## src/dtc_map.vh

```
// Purpose: register offsets, fields, reset values and assignment codes for the terminal command logic
// Assumes: classic wishbone, 32-bit data, byte addresses
// Notes: definitions only
`ifndef DTC_MAP_VH
`define DTC_MAP_VH

// assignment codes of the input terminals
`define DTC_CODE_PID_BYPASS 8'h14
`define DTC_CODE_DIR_INVERT 8'h15
`define DTC_CODE_POWER_LOSS 8'h16
`define DTC_CODE_LINK_PRIO 8'h18
`define DTC_CODE_MONITOR 8'h19
`define DTC_CODE_SPEED_SEARCH 8'h1a
`define DTC_CODE_FORCED_STOP 8'h1e
`define DTC_CODE_PID_CLEAR 8'h21
`define DTC_CODE_PID_FREEZE 8'h22
`define DTC_CODE_KEYPAD_SEL 8'h23
`define DTC_CODE_RUN_PERMIT 8'h26

// register byte offsets
`define DTC_REG_ASSIGN0 8'h00
`define DTC_REG_ASSIGN1 8'h04
`define DTC_REG_CONFIG 8'h08
`define DTC_REG_STATE 8'h0c
`define DTC_REG_MONITOR 8'h10
`define DTC_REG_IRQ_STAT 8'h14
`define DTC_REG_IRQ_MASK 8'h18
`define DTC_REG_CONTROL 8'h1c

// config fields
`define DTC_CFG_MANUAL_DIR 0
`define DTC_CFG_PID_MODE_LO 1
`define DTC_CFG_PID_MODE_HI 2
`define DTC_CFG_SECOND_SRC 3
`define DTC_CFG_UPDOWN 4
`define DTC_CFG_RESET 32'h0000_0002

// state fields
`define DTC_ST_PID_EN 0
`define DTC_ST_ANA_DIR 1
`define DTC_ST_PID_DIR 2
`define DTC_ST_POWER_LOSS 3
`define DTC_ST_LINK_PRIO 4
`define DTC_ST_SEARCH 5
`define DTC_ST_DECEL 6
`define DTC_ST_ALARM 7
`define DTC_ST_PID_CLEAR 8
`define DTC_ST_PID_FREEZE 9
`define DTC_ST_LOCAL 10
`define DTC_ST_REQ_SEEN 11
`define DTC_ST_RUN 12

// interrupt events
`define DTC_IRQ_ALARM 0
`define DTC_IRQ_POWER_LOSS 1
`define DTC_IRQ_REQ_SEEN 2
`define DTC_IRQ_W 3

// pid mode values
`define DTC_PID_NORMAL 2'h1
`define DTC_PID_INVERSE 2'h2

`endif

```

## src/dtc_terminal.v

```verilog
// Purpose: decode level-sensitive terminal commands of a motor drive and apply their effects
// Assumes: terminal inputs synchronous to clk_i; classic wishbone register access
// Notes: eight terminals, each given an assignment code by software
`timescale 1ns/10ps
`include "dtc_map.vh"

module dtc_terminal #(
  parameter NTERM = 8
) (
  input wire clk_i, // system clock
  input wire rst_i, // synchronous reset, active high
  input wire [NTERM-1:0] term_i, // digital input terminals
  input wire forward_run_i, // run command
  input wire drive_stopped_i, // motor speed reached zero
  input wire [31:0] wb_adr_i, // wishbone address
  input wire [31:0] wb_dat_i, // wishbone write data
  input wire [3:0] wb_sel_i, // wishbone byte selects
  input wire wb_we_i, // wishbone write enable
  input wire wb_cyc_i, // wishbone cycle
  input wire wb_stb_i, // wishbone strobe
  output reg [31:0] wb_dat_o, // wishbone read data
  output reg wb_ack_o, // wishbone acknowledge
  output reg irq_o, // level interrupt
  output reg pid_enable_o, // pid control active
  output reg analog_inverse_o, // analog source 1 inverse direction
  output reg pid_inverse_o, // pid output inverse direction
  output reg power_loss_flag_o, // momentary power failure seen
  output reg link_priority_o, // link commands have priority
  output reg speed_search_o, // search idling speed this run
  output reg forced_decel_o, // decelerate with forced-stop time
  output reg forced_stop_alarm_o, // forced-stop alarm state
  output reg pid_clear_o, // reset integral and differential terms
  output reg pid_integral_freeze_o, // hold integral term
  output reg local_select_o, // local run and frequency sources
  output reg run_request_seen_o, // run command entered
  output reg drive_run_o // drive running
);

  // return the terminal level carrying a code, and whether any terminal carries it
  function [1:0] dtc_find;
    input [8*NTERM-1:0] codes;
    input [NTERM-1:0] lv;
    input [7:0] code;
    integer k;
    begin
      dtc_find = 2'b00;
      for (k = 0; k < NTERM; k = k + 1) begin
        if (codes[8*k +: 8] == code) begin
          dtc_find = {1'b1, dtc_find[0] | lv[k]};
        end
      end
    end
  endfunction

  reg [NTERM-1:0] term_r;
  reg [8*NTERM-1:0] assign_r;
  reg [31:0] cfg_r;
  reg [`DTC_IRQ_W-1:0] irq_stat_r;
  reg [`DTC_IRQ_W-1:0] irq_mask_r;
  reg alarm_clr_r;
  reg run_prev_r;
  reg [31:0] rd_nxt;
  reg [NTERM-1:0] mon_nxt;
  integer j;
  integer m;

  wire [1:0] f_bypass = dtc_find(assign_r, term_r, `DTC_CODE_PID_BYPASS);
  wire [1:0] f_invert = dtc_find(assign_r, term_r, `DTC_CODE_DIR_INVERT);
  wire [1:0] f_loss = dtc_find(assign_r, term_r, `DTC_CODE_POWER_LOSS);
  wire [1:0] f_link = dtc_find(assign_r, term_r, `DTC_CODE_LINK_PRIO);
  wire [1:0] f_search = dtc_find(assign_r, term_r, `DTC_CODE_SPEED_SEARCH);
  wire [1:0] f_stop = dtc_find(assign_r, term_r, `DTC_CODE_FORCED_STOP);
  wire [1:0] f_clear = dtc_find(assign_r, term_r, `DTC_CODE_PID_CLEAR);
  wire [1:0] f_freeze = dtc_find(assign_r, term_r, `DTC_CODE_PID_FREEZE);
  wire [1:0] f_local = dtc_find(assign_r, term_r, `DTC_CODE_KEYPAD_SEL);
  wire [1:0] f_permit = dtc_find(assign_r, term_r, `DTC_CODE_RUN_PERMIT);

  wire pid_on = ~f_bypass[0];
  wire manual_dir = cfg_r[`DTC_CFG_MANUAL_DIR];
  wire [1:0] pid_mode = cfg_r[`DTC_CFG_PID_MODE_HI:`DTC_CFG_PID_MODE_LO];
  // second source or up/down path is not subject to inversion
  wire other_path = cfg_r[`DTC_CFG_SECOND_SRC] | cfg_r[`DTC_CFG_UPDOWN];
  wire inv_eff = f_invert[0] & ~other_path;
  // bypassed pid: manual setting alone, invert ignored
  wire ana_dir = pid_on ? (manual_dir ^ inv_eff) : manual_dir;
  wire pid_dir = (pid_mode == `DTC_PID_INVERSE) ^ f_invert[0];
  wire link_lv = f_link[1] ? f_link[0] : 1'b1;
  // a stop terminal not assigned reads as released
  wire stop_req = f_stop[1] & ~f_stop[0];
  wire alarm_nxt = (forced_stop_alarm_o | (forced_decel_o & drive_stopped_i)) & ~alarm_clr_r;
  wire run_ok = forward_run_i & (~f_permit[1] | f_permit[0]) & ~stop_req & ~alarm_nxt;
  wire [`DTC_IRQ_W-1:0] ev = {forward_run_i & ~run_request_seen_o & f_permit[1],
                               f_loss[0] & ~power_loss_flag_o,
                               alarm_nxt & ~forced_stop_alarm_o};
  wire bus_req = wb_cyc_i & wb_stb_i & ~wb_ack_o;
  wire bus_wr = bus_req & wb_we_i;
  wire [7:0] adr = wb_adr_i[7:0];

  // terminals captured once so every effect changes on an edge
  always @(posedge clk_i) begin
    if (rst_i) begin
      term_r <= {NTERM{1'b0}};
    end else begin
      term_r <= term_i;
    end
  end

  // monitor-only terminals, visible on the bus, feeding nothing else
  always @* begin
    mon_nxt = {NTERM{1'b0}};
    for (j = 0; j < NTERM; j = j + 1) begin
      if (assign_r[8*j +: 8] == `DTC_CODE_MONITOR) begin
        mon_nxt[j] = term_r[j];
      end
    end
  end

  // read mux; unmapped reads return zero
  always @* begin
    rd_nxt = 32'h0000_0000;
    case (adr)
      `DTC_REG_ASSIGN0: rd_nxt = assign_r[31:0];
      `DTC_REG_ASSIGN1: rd_nxt = assign_r[8*NTERM-1:32];
      `DTC_REG_CONFIG: rd_nxt = cfg_r;
      `DTC_REG_STATE: rd_nxt = {19'h0, drive_run_o, run_request_seen_o, local_select_o,
                               pid_integral_freeze_o, pid_clear_o, forced_stop_alarm_o,
                               forced_decel_o, speed_search_o, link_priority_o,
                               power_loss_flag_o, pid_inverse_o, analog_inverse_o,
                               pid_enable_o};
      `DTC_REG_MONITOR: rd_nxt = {{(32-NTERM){1'b0}}, mon_nxt};
      `DTC_REG_IRQ_STAT: rd_nxt = {{(32-`DTC_IRQ_W){1'b0}}, irq_stat_r};
      `DTC_REG_IRQ_MASK: rd_nxt = {{(32-`DTC_IRQ_W){1'b0}}, irq_mask_r};
      default: rd_nxt = 32'h0000_0000;
    endcase
  end

  // bus slave: one wait state, ack for one cycle, every address acked
  always @(posedge clk_i) begin
    if (rst_i) begin
      wb_ack_o <= 1'b0;
      wb_dat_o <= 32'h0000_0000;
      assign_r <= {8*NTERM{1'b0}};
      cfg_r <= `DTC_CFG_RESET;
      irq_mask_r <= {`DTC_IRQ_W{1'b0}};
      alarm_clr_r <= 1'b0;
    end else begin
      wb_ack_o <= bus_req;
      wb_dat_o <= rd_nxt;
      alarm_clr_r <= bus_wr & (adr == `DTC_REG_CONTROL) & wb_sel_i[0] & wb_dat_i[0];
      if (bus_wr) begin
        // own loop variable, so the read-side loop keeps sole use of j
        for (m = 0; m < 4; m = m + 1) begin
          if (wb_sel_i[m]) begin
            if (adr == `DTC_REG_ASSIGN0) begin
              assign_r[8*m +: 8] <= wb_dat_i[8*m +: 8];
            end
            if (adr == `DTC_REG_ASSIGN1) begin
              assign_r[32+8*m +: 8] <= wb_dat_i[8*m +: 8];
            end
            if (adr == `DTC_REG_CONFIG) begin
              cfg_r[8*m +: 8] <= wb_dat_i[8*m +: 8];
            end
          end
        end
        if (adr == `DTC_REG_IRQ_MASK && wb_sel_i[0]) begin
          irq_mask_r <= wb_dat_i[`DTC_IRQ_W-1:0];
        end
      end
    end
  end

  // sticky events; a new event wins over a write-one clear
  always @(posedge clk_i) begin
    if (rst_i) begin
      irq_stat_r <= {`DTC_IRQ_W{1'b0}};
      irq_o <= 1'b0;
    end else begin
      if (bus_wr && adr == `DTC_REG_IRQ_STAT && wb_sel_i[0]) begin
        irq_stat_r <= (irq_stat_r & ~wb_dat_i[`DTC_IRQ_W-1:0]) | ev;
      end else begin
        irq_stat_r <= irq_stat_r | ev;
      end
      irq_o <= |(irq_stat_r & irq_mask_r);
    end
  end

  // command effects, all registered outputs
  always @(posedge clk_i) begin
    if (rst_i) begin
      pid_enable_o <= 1'b1;
      analog_inverse_o <= 1'b0;
      pid_inverse_o <= 1'b0;
      power_loss_flag_o <= 1'b0;
      link_priority_o <= 1'b1;
      speed_search_o <= 1'b0;
      forced_decel_o <= 1'b0;
      forced_stop_alarm_o <= 1'b0;
      pid_clear_o <= 1'b0;
      pid_integral_freeze_o <= 1'b0;
      local_select_o <= 1'b0;
      run_request_seen_o <= 1'b0;
      drive_run_o <= 1'b0;
      run_prev_r <= 1'b0;
    end else begin
      pid_enable_o <= pid_on;
      analog_inverse_o <= ana_dir;
      pid_inverse_o <= pid_on & pid_dir;
      power_loss_flag_o <= f_loss[0];
      link_priority_o <= link_lv;
      pid_clear_o <= pid_on & f_clear[0];
      pid_integral_freeze_o <= pid_on & f_freeze[0];
      local_select_o <= f_local[0];
      // decel stays until the alarm takes over or a control-register clear ends it
      forced_decel_o <= (stop_req | forced_decel_o) & ~alarm_nxt & ~alarm_clr_r;
      forced_stop_alarm_o <= alarm_nxt;
      // request-seen only has meaning when a permit terminal exists
      run_request_seen_o <= f_permit[1] & forward_run_i & ~alarm_nxt;
      drive_run_o <= run_ok;
      run_prev_r <= run_ok;
      // latch search choice on the start edge only, held through the run
      if (run_ok && !run_prev_r) begin
        speed_search_o <= f_search[0];
      end else if (!run_ok) begin
        speed_search_o <= 1'b0;
      end
    end
  end

endmodule

```

## config.mk

```make
export PLATFORM = sky130hd
export DESIGN_NAME = dtc_terminal
export DESIGN_NICKNAME = d
export VERILOG_FILES = /design/src/dtc_terminal.v
export VERILOG_INCLUDE_DIRS = /design/src
export SDC_FILE = /design/constraint.sdc
export NUM_CORES = 1
export LEC_CHECK = 0
export ABC_AREA = 1
export BUFFER_PORTS_ARGS = -buffer_cell sky130_fd_sc_hd__buf_2
export CAP_MARGIN = 0
export CORE_MARGIN = 2
export CORE_UTILIZATION = 57
export DETAILED_ROUTE_END_ITERATION = 10
export MAX_ROUTING_LAYER = met4
export PLACE_DENSITY = 0.82
export SLEW_MARGIN = 20
export SYNTH_ARGS = -nofsm -noshare
export SYNTH_HDL_FRONTEND = slang
export SYNTH_SLANG_ARGS = --single-unit
```

## constraint.sdc

```tcl
create_clock -name clk_i -period 1.7 [get_ports clk_i]
set_input_delay 0.085 -clock clk_i [delete_from_list [all_inputs] [get_ports clk_i]]
set_output_delay 0.085 -clock clk_i [all_outputs]
set_load 0.02 [all_outputs]
```

# Yosys cells after proc, flatten, opt, wreduce, memory -nomap -nowiden
# Cells that the tools add are included.
# Widths: inputs -> output; s select.
word_totals:
  in_bits: 83
  regBits: 158
  output_inout_bits: 47
  wordCells: 360
classes:
  mux: 93
  reduce_logical: 21
  eq_ne: 97
  bitwise_logic: 117
op_table:
  columns: ["operator", "count"]
  rows:
  - ["$eq 8x5->1 const B", 60]
  - ["$eq 8x6->1 const B", 32]
  - ["$pmux 32 s7", 1]
  - ["$or 1x1->1", 74]
  - ["$mux 1", 67]
  - ["$mux 2", 24]
  - ["$reduce_and 3->1", 12]
  - ["$and 1x1->1", 24]
  - ["$eq 8x4->1 const B", 2]
  - ["$not 1->1", 12]
  - ["$eq 8x3->1 const B", 1]
  - ["$logic_not 8->1", 1]
  - ["$and 3x3->3", 2]
  - ["$or 3x3->3", 2]
  - ["$logic_and 1x1->1", 4]
  - ["$mux 3", 1]
  - ["$not 3->3", 1]
  - ["$reduce_or 3->1", 1]
  - ["$eq 2x2->1 const B", 1]
  - ["$ne 2x1->1 const B", 1]
  - ["$reduce_and 2->1", 1]
  - ["$reduce_or 2->1", 1]
  - ["$xor 1x1->1", 2]
  - ["$logic_not 1->1", 1]

# Longest topological paths before layout
logic_depth:
  word_depth: 23
  depth_mapped: 11
  depth_no_buf: 11

# Worst setup path after synthesis
# Ideal clock, no wire load.
synth_path:
  kind: "register -> register"
  startpoint: "register wb_ack_o"
  endpoint: "register assign_r[36]"
  synth_period_minus_slack_ns: 1.469
  arrival_time_ns: 1.350
  slack_ns: 0.231
  setup_ns: 0.119
  n_path_buf: 1
  path_stages_with_launch: 10
  path_cell_list: "dfxtp_1 -> nor2_1 -> nand3_1 -> inv_2 -> nand2_2 -> nor2_4 -> inv_1 -> buf_2 -> o21ai_0 -> a21oi_1"
synth_via:
  elab_chain_len: 4
synth_rtl:
  columns: ["element", "line_no", "rtl"]
  rows:
  - ["start: declaration", "dtc_terminal.v:22", "output reg wb_ack_o,"]
  - ["start signal: assignment", "dtc_terminal.v:147", "wb_ack_o <= bus_req;"]
  - ["$not 1->1", "dtc_terminal.v:95", "wire bus_req = wb_cyc_i & wb_stb_i & ~wb_ack_o;"]
  - ["$and 1x1->1", "dtc_terminal.v:95", null]
  - ["$and 1x1->1", "dtc_terminal.v:96", "wire bus_wr = bus_req & wb_we_i;"]
  - ["$reduce_and 3->1 (no line)", null, null]
  - ["end signal: assignment", "dtc_terminal.v:142", "assign_r <= {8*NTERM{1'b0}};"]
  - ["end signal: indexed assignment", "dtc_terminal.v:155", "assign_r[8*m +: 8] <= wb_dat_i[8*m +: 8];"]
  - ["end signal: indexed assignment", "dtc_terminal.v:158", "assign_r[32+8*m +: 8] <= wb_dat_i[8*m +: 8];"]
  - ["end: declaration", "dtc_terminal.v:56", "reg [8*NTERM-1:0] assign_r;"]
# No other way between the ends.
# A chain may end at the register's enable or synchronous reset.

# Worst setup path in the final report
# Ends and elaborated chain as after synthesis.

==> results.yml <==
placed_design:
  dpl_cell_area_sq_um: 8480
  dp_slack_ns: 0.0193
  post-place-cells: 1406
  portBuffers: 105
  hpwlAfterDp_um: 17300
  gp_congestion: 1.07
hold_path:
  hold_start: "rst_i"
  hp-class: "in2reg"
detailed_routing:
  drtPass1Iterations: 5
  detail_route.vias_per_cell: 5.55
  routed_wl_um: 24500
  ant_nets: 0
  drt-initial-drc-count: 840
  routedWlPerCell_um: 16.5
  vias: 8248
  remaining_drc_errors: 0
yosys:
  synth.most_common_cell: "inv_1"
  synthTopCellsByCount: "inv_1 (171), nand2_1 (167), dfxtp_1 (158), nor2_1 (153), o21ai_0 (121)"
  yosysTopAreaCell: "dfxtp_1"
  yosysUniqueCellTypes: 39
  synthFlopType: "dfxtp_1"
  ys_seq_elements: 158
  netlist_area_sq_um: 7670
  syn_inst: 1130
  synth_area_leaders: "dfxtp_1 (41%), inv_1 (8.4%), nand2_1 (8.2%), o21ai_0 (7.9%), nor2_1 (7.5%)"
  ys_warn_count: 0
  synth_area_per_cell_sq_um: 6.79
  yosysTopAreaCellShare: 0.412
  syn-num-nets: 1213
  seq_area_frac_synth: 0.412
  synthArstFlopShare: 0
  synth_edf_count: 0
outcome:
  violations: "negative setup slack"
  status: "complete, but fails checks"
floorplan:
  floorplan.rows: 42
  start_util: 0.582
  dieArea_sq_um: 14400
  num_io_pins: 130
  die_h_um: 120
  coreArea_sq_um: 13200
  die_w_um: 120
clock_network:
  clock_sinks: 158
  numCtsBuffers: 17
  cts_max_path_buffers: 2
  clkLatencyLatePin_ns: 0.44
  cts_max_level: 4
  root_buffer: "clkbuf_16"
  clk_pin_slew_ns: 0.06
  cts_tree: "built"
sta:
  setup_violations: 3
  slew_headroom: 0.383
  max_freq_ghz: 0.559
  finalHoldViolCount: 0
  maxSlewViolCount: 0
  period_share: 1.05
  finalCriticalPeriod_ns: 1.79
  fin_skew_ns: 0.00967
  finalWorstSetupSlack_ns: -0.0887
  tightestPinTransition_ns: 0.919
global_routing:
  grt_pass1_vias: 7634
  overflow: 0
  grt_antenna_before_repair: 0
  grt_pass1_wl_um: 37800
  grt_max_degree: 68
  grtUsageTotal: 0.347
pwr:
  ir_drop_mv: 0.785
  finalPower_mw: 7.87
  powerDensity_nw_per_um2: 822
  p_leak_nw: 4.23
flow_run:
  cap_violations: 0
finish:
  antenna_cells: 0
  post-route-util: 0.726
  instances_no_fill: 1485
  fin_nets: 1380
  area_growth_syn_to_layout_pct: 24.9
  drive_above_1_share: 0.171
  fin_area_sq_um: 9580
worst_setup_path:
  endpoint_kind: "flop"
  cp-startpoint: "wb_ack_o"
  worstSetupPathType: "reg2reg"
  critical_path_peak_fanout: 7
  worst_ep_required_time_ns: 2.02
  crit-reg2reg-launch: "wb_ack_o"
  cp.arrival_ns: 2.11
  cp-start-kind: "flop"
==> repair_timing <==
item | 4_1_cts | 5_1_grt
pin swaps | 0 | 2
hold endpoints to repair | 93 | 0
hold buffers | 43 | 0
endpoints found under the setup margin | 1 | 61
setup buffers | 0 | 5
resized for setup | 2 | 21
==> through the flow <==
step / hold slack, ns / TNS (ns)
final: 0.0120 / -0.124
after global placement: 0.289 / 0
after global routing: 0.00618 / -0.313
after detailed placement: 0.293 / 0
after floorplan: 0.192 / 0
after CTS: 0.000434 / 0
==> cell families (layout without fill, tap and decap cells) <==
kind of cell	after synthesis	count (layout)	synth area share
simple gates	464	464	0.270
compound gates	287	287	0.200
flops	158	158	0.412
xor+xnor	1	1	0.00114
buf+inv	220	399	0.117
==> critical path, cell delays in order (launching register included) <==
cell        delay, ns
dfxtp_1          0.32
nor2_2           0.15
nand3_2          0.14
clkinv_4         0.15
nand2_4          0.10
nor2_4           0.17
clkinvlp_4       0.17
clkbuf_4         0.21
o21ai_0          0.19
a21oi_1          0.06
==> where the power goes <==
group / internal [mW] / total [mW] / switching, mW / leakage, nW
combinational: 0.173 / 0.401 / 0.228 / 2.67
sequential: 3.72 / 3.73 / 0.0157 / 1.27
clock: 2.22 / 3.74 / 1.52 / 0.281
==> metal layers <==
metal	part of all wire	global-route usage	vias to the layer above
met1	0.42	0.432	3739
met4	0.032	0.126	0
met5	0	-	-
met3	0.072	0.0699	76
met2	0.47	0.559	395
li1	-	-	4038
==> worst paths after layout <==
kind | cells past startpoint | endpoint | slack (ns)
worst min register to register | 1 | forced_decel_o | 0.42
worst max-delay path | 9 | assign_r[36] | -0.09
worst min-delay path | 2 | wb_dat_o[7] | 0.01
worst max register to register | 9 | assign_r[36] | -0.09
==> registers in the layout, indices dropped and copies added, names as in the netlist <==
register               count
pid_integral_freeze_o      1
power_loss_flag_o          1
analog_inverse_o           1
run_request_seen_o         1
wb_ack_o                   1
cfg_r                     32
pid_clear_o                1
wb_dat_o                  32
irq_stat_r                 3
pid_enable_o               1
term_r                     8
forced_stop_alarm_o        1
link_priority_o            1
local_select_o             1
irq_o                      1
irq_mask_r                 3
forced_decel_o             1
speed_search_o             1
run_prev_r                 1
assign_r                  64
pid_inverse_o              1
alarm_clr_r                1
==> area by class of cell <==
type                            count  area, sq um
Inverter                          182          697
Timing Repair Buffer              186         1270
Clock buffer                       20          457
Sequential cell                   158         3160
Clock inverter                     11          118
Fill cell                        1113         3610
Tap cell                          176          220
Multi-Input combinational cell    752         3660
==> cell usage in the layout (no fill, tap or decap), types with 8 or more instances in the layout <==
master,synthesis,layout
inv_1,171,168
nand2_1,167,165
dfxtp_1,158,158
nor2_1,153,147
o21ai_0,121,116
a21oi_1,109,109
buf_2,16,105
nand3_1,77,74
dlygate4sd3_1,0,43
buf_4,0,35
o22ai_1,27,27
nand4_1,23,23
clkbuf_16,0,17
nor3_1,16,16
o21ai_1,9,14
inv_2,10,11
nor2_2,3,8
Note: power is estimated with default switching activity, not from simulation.
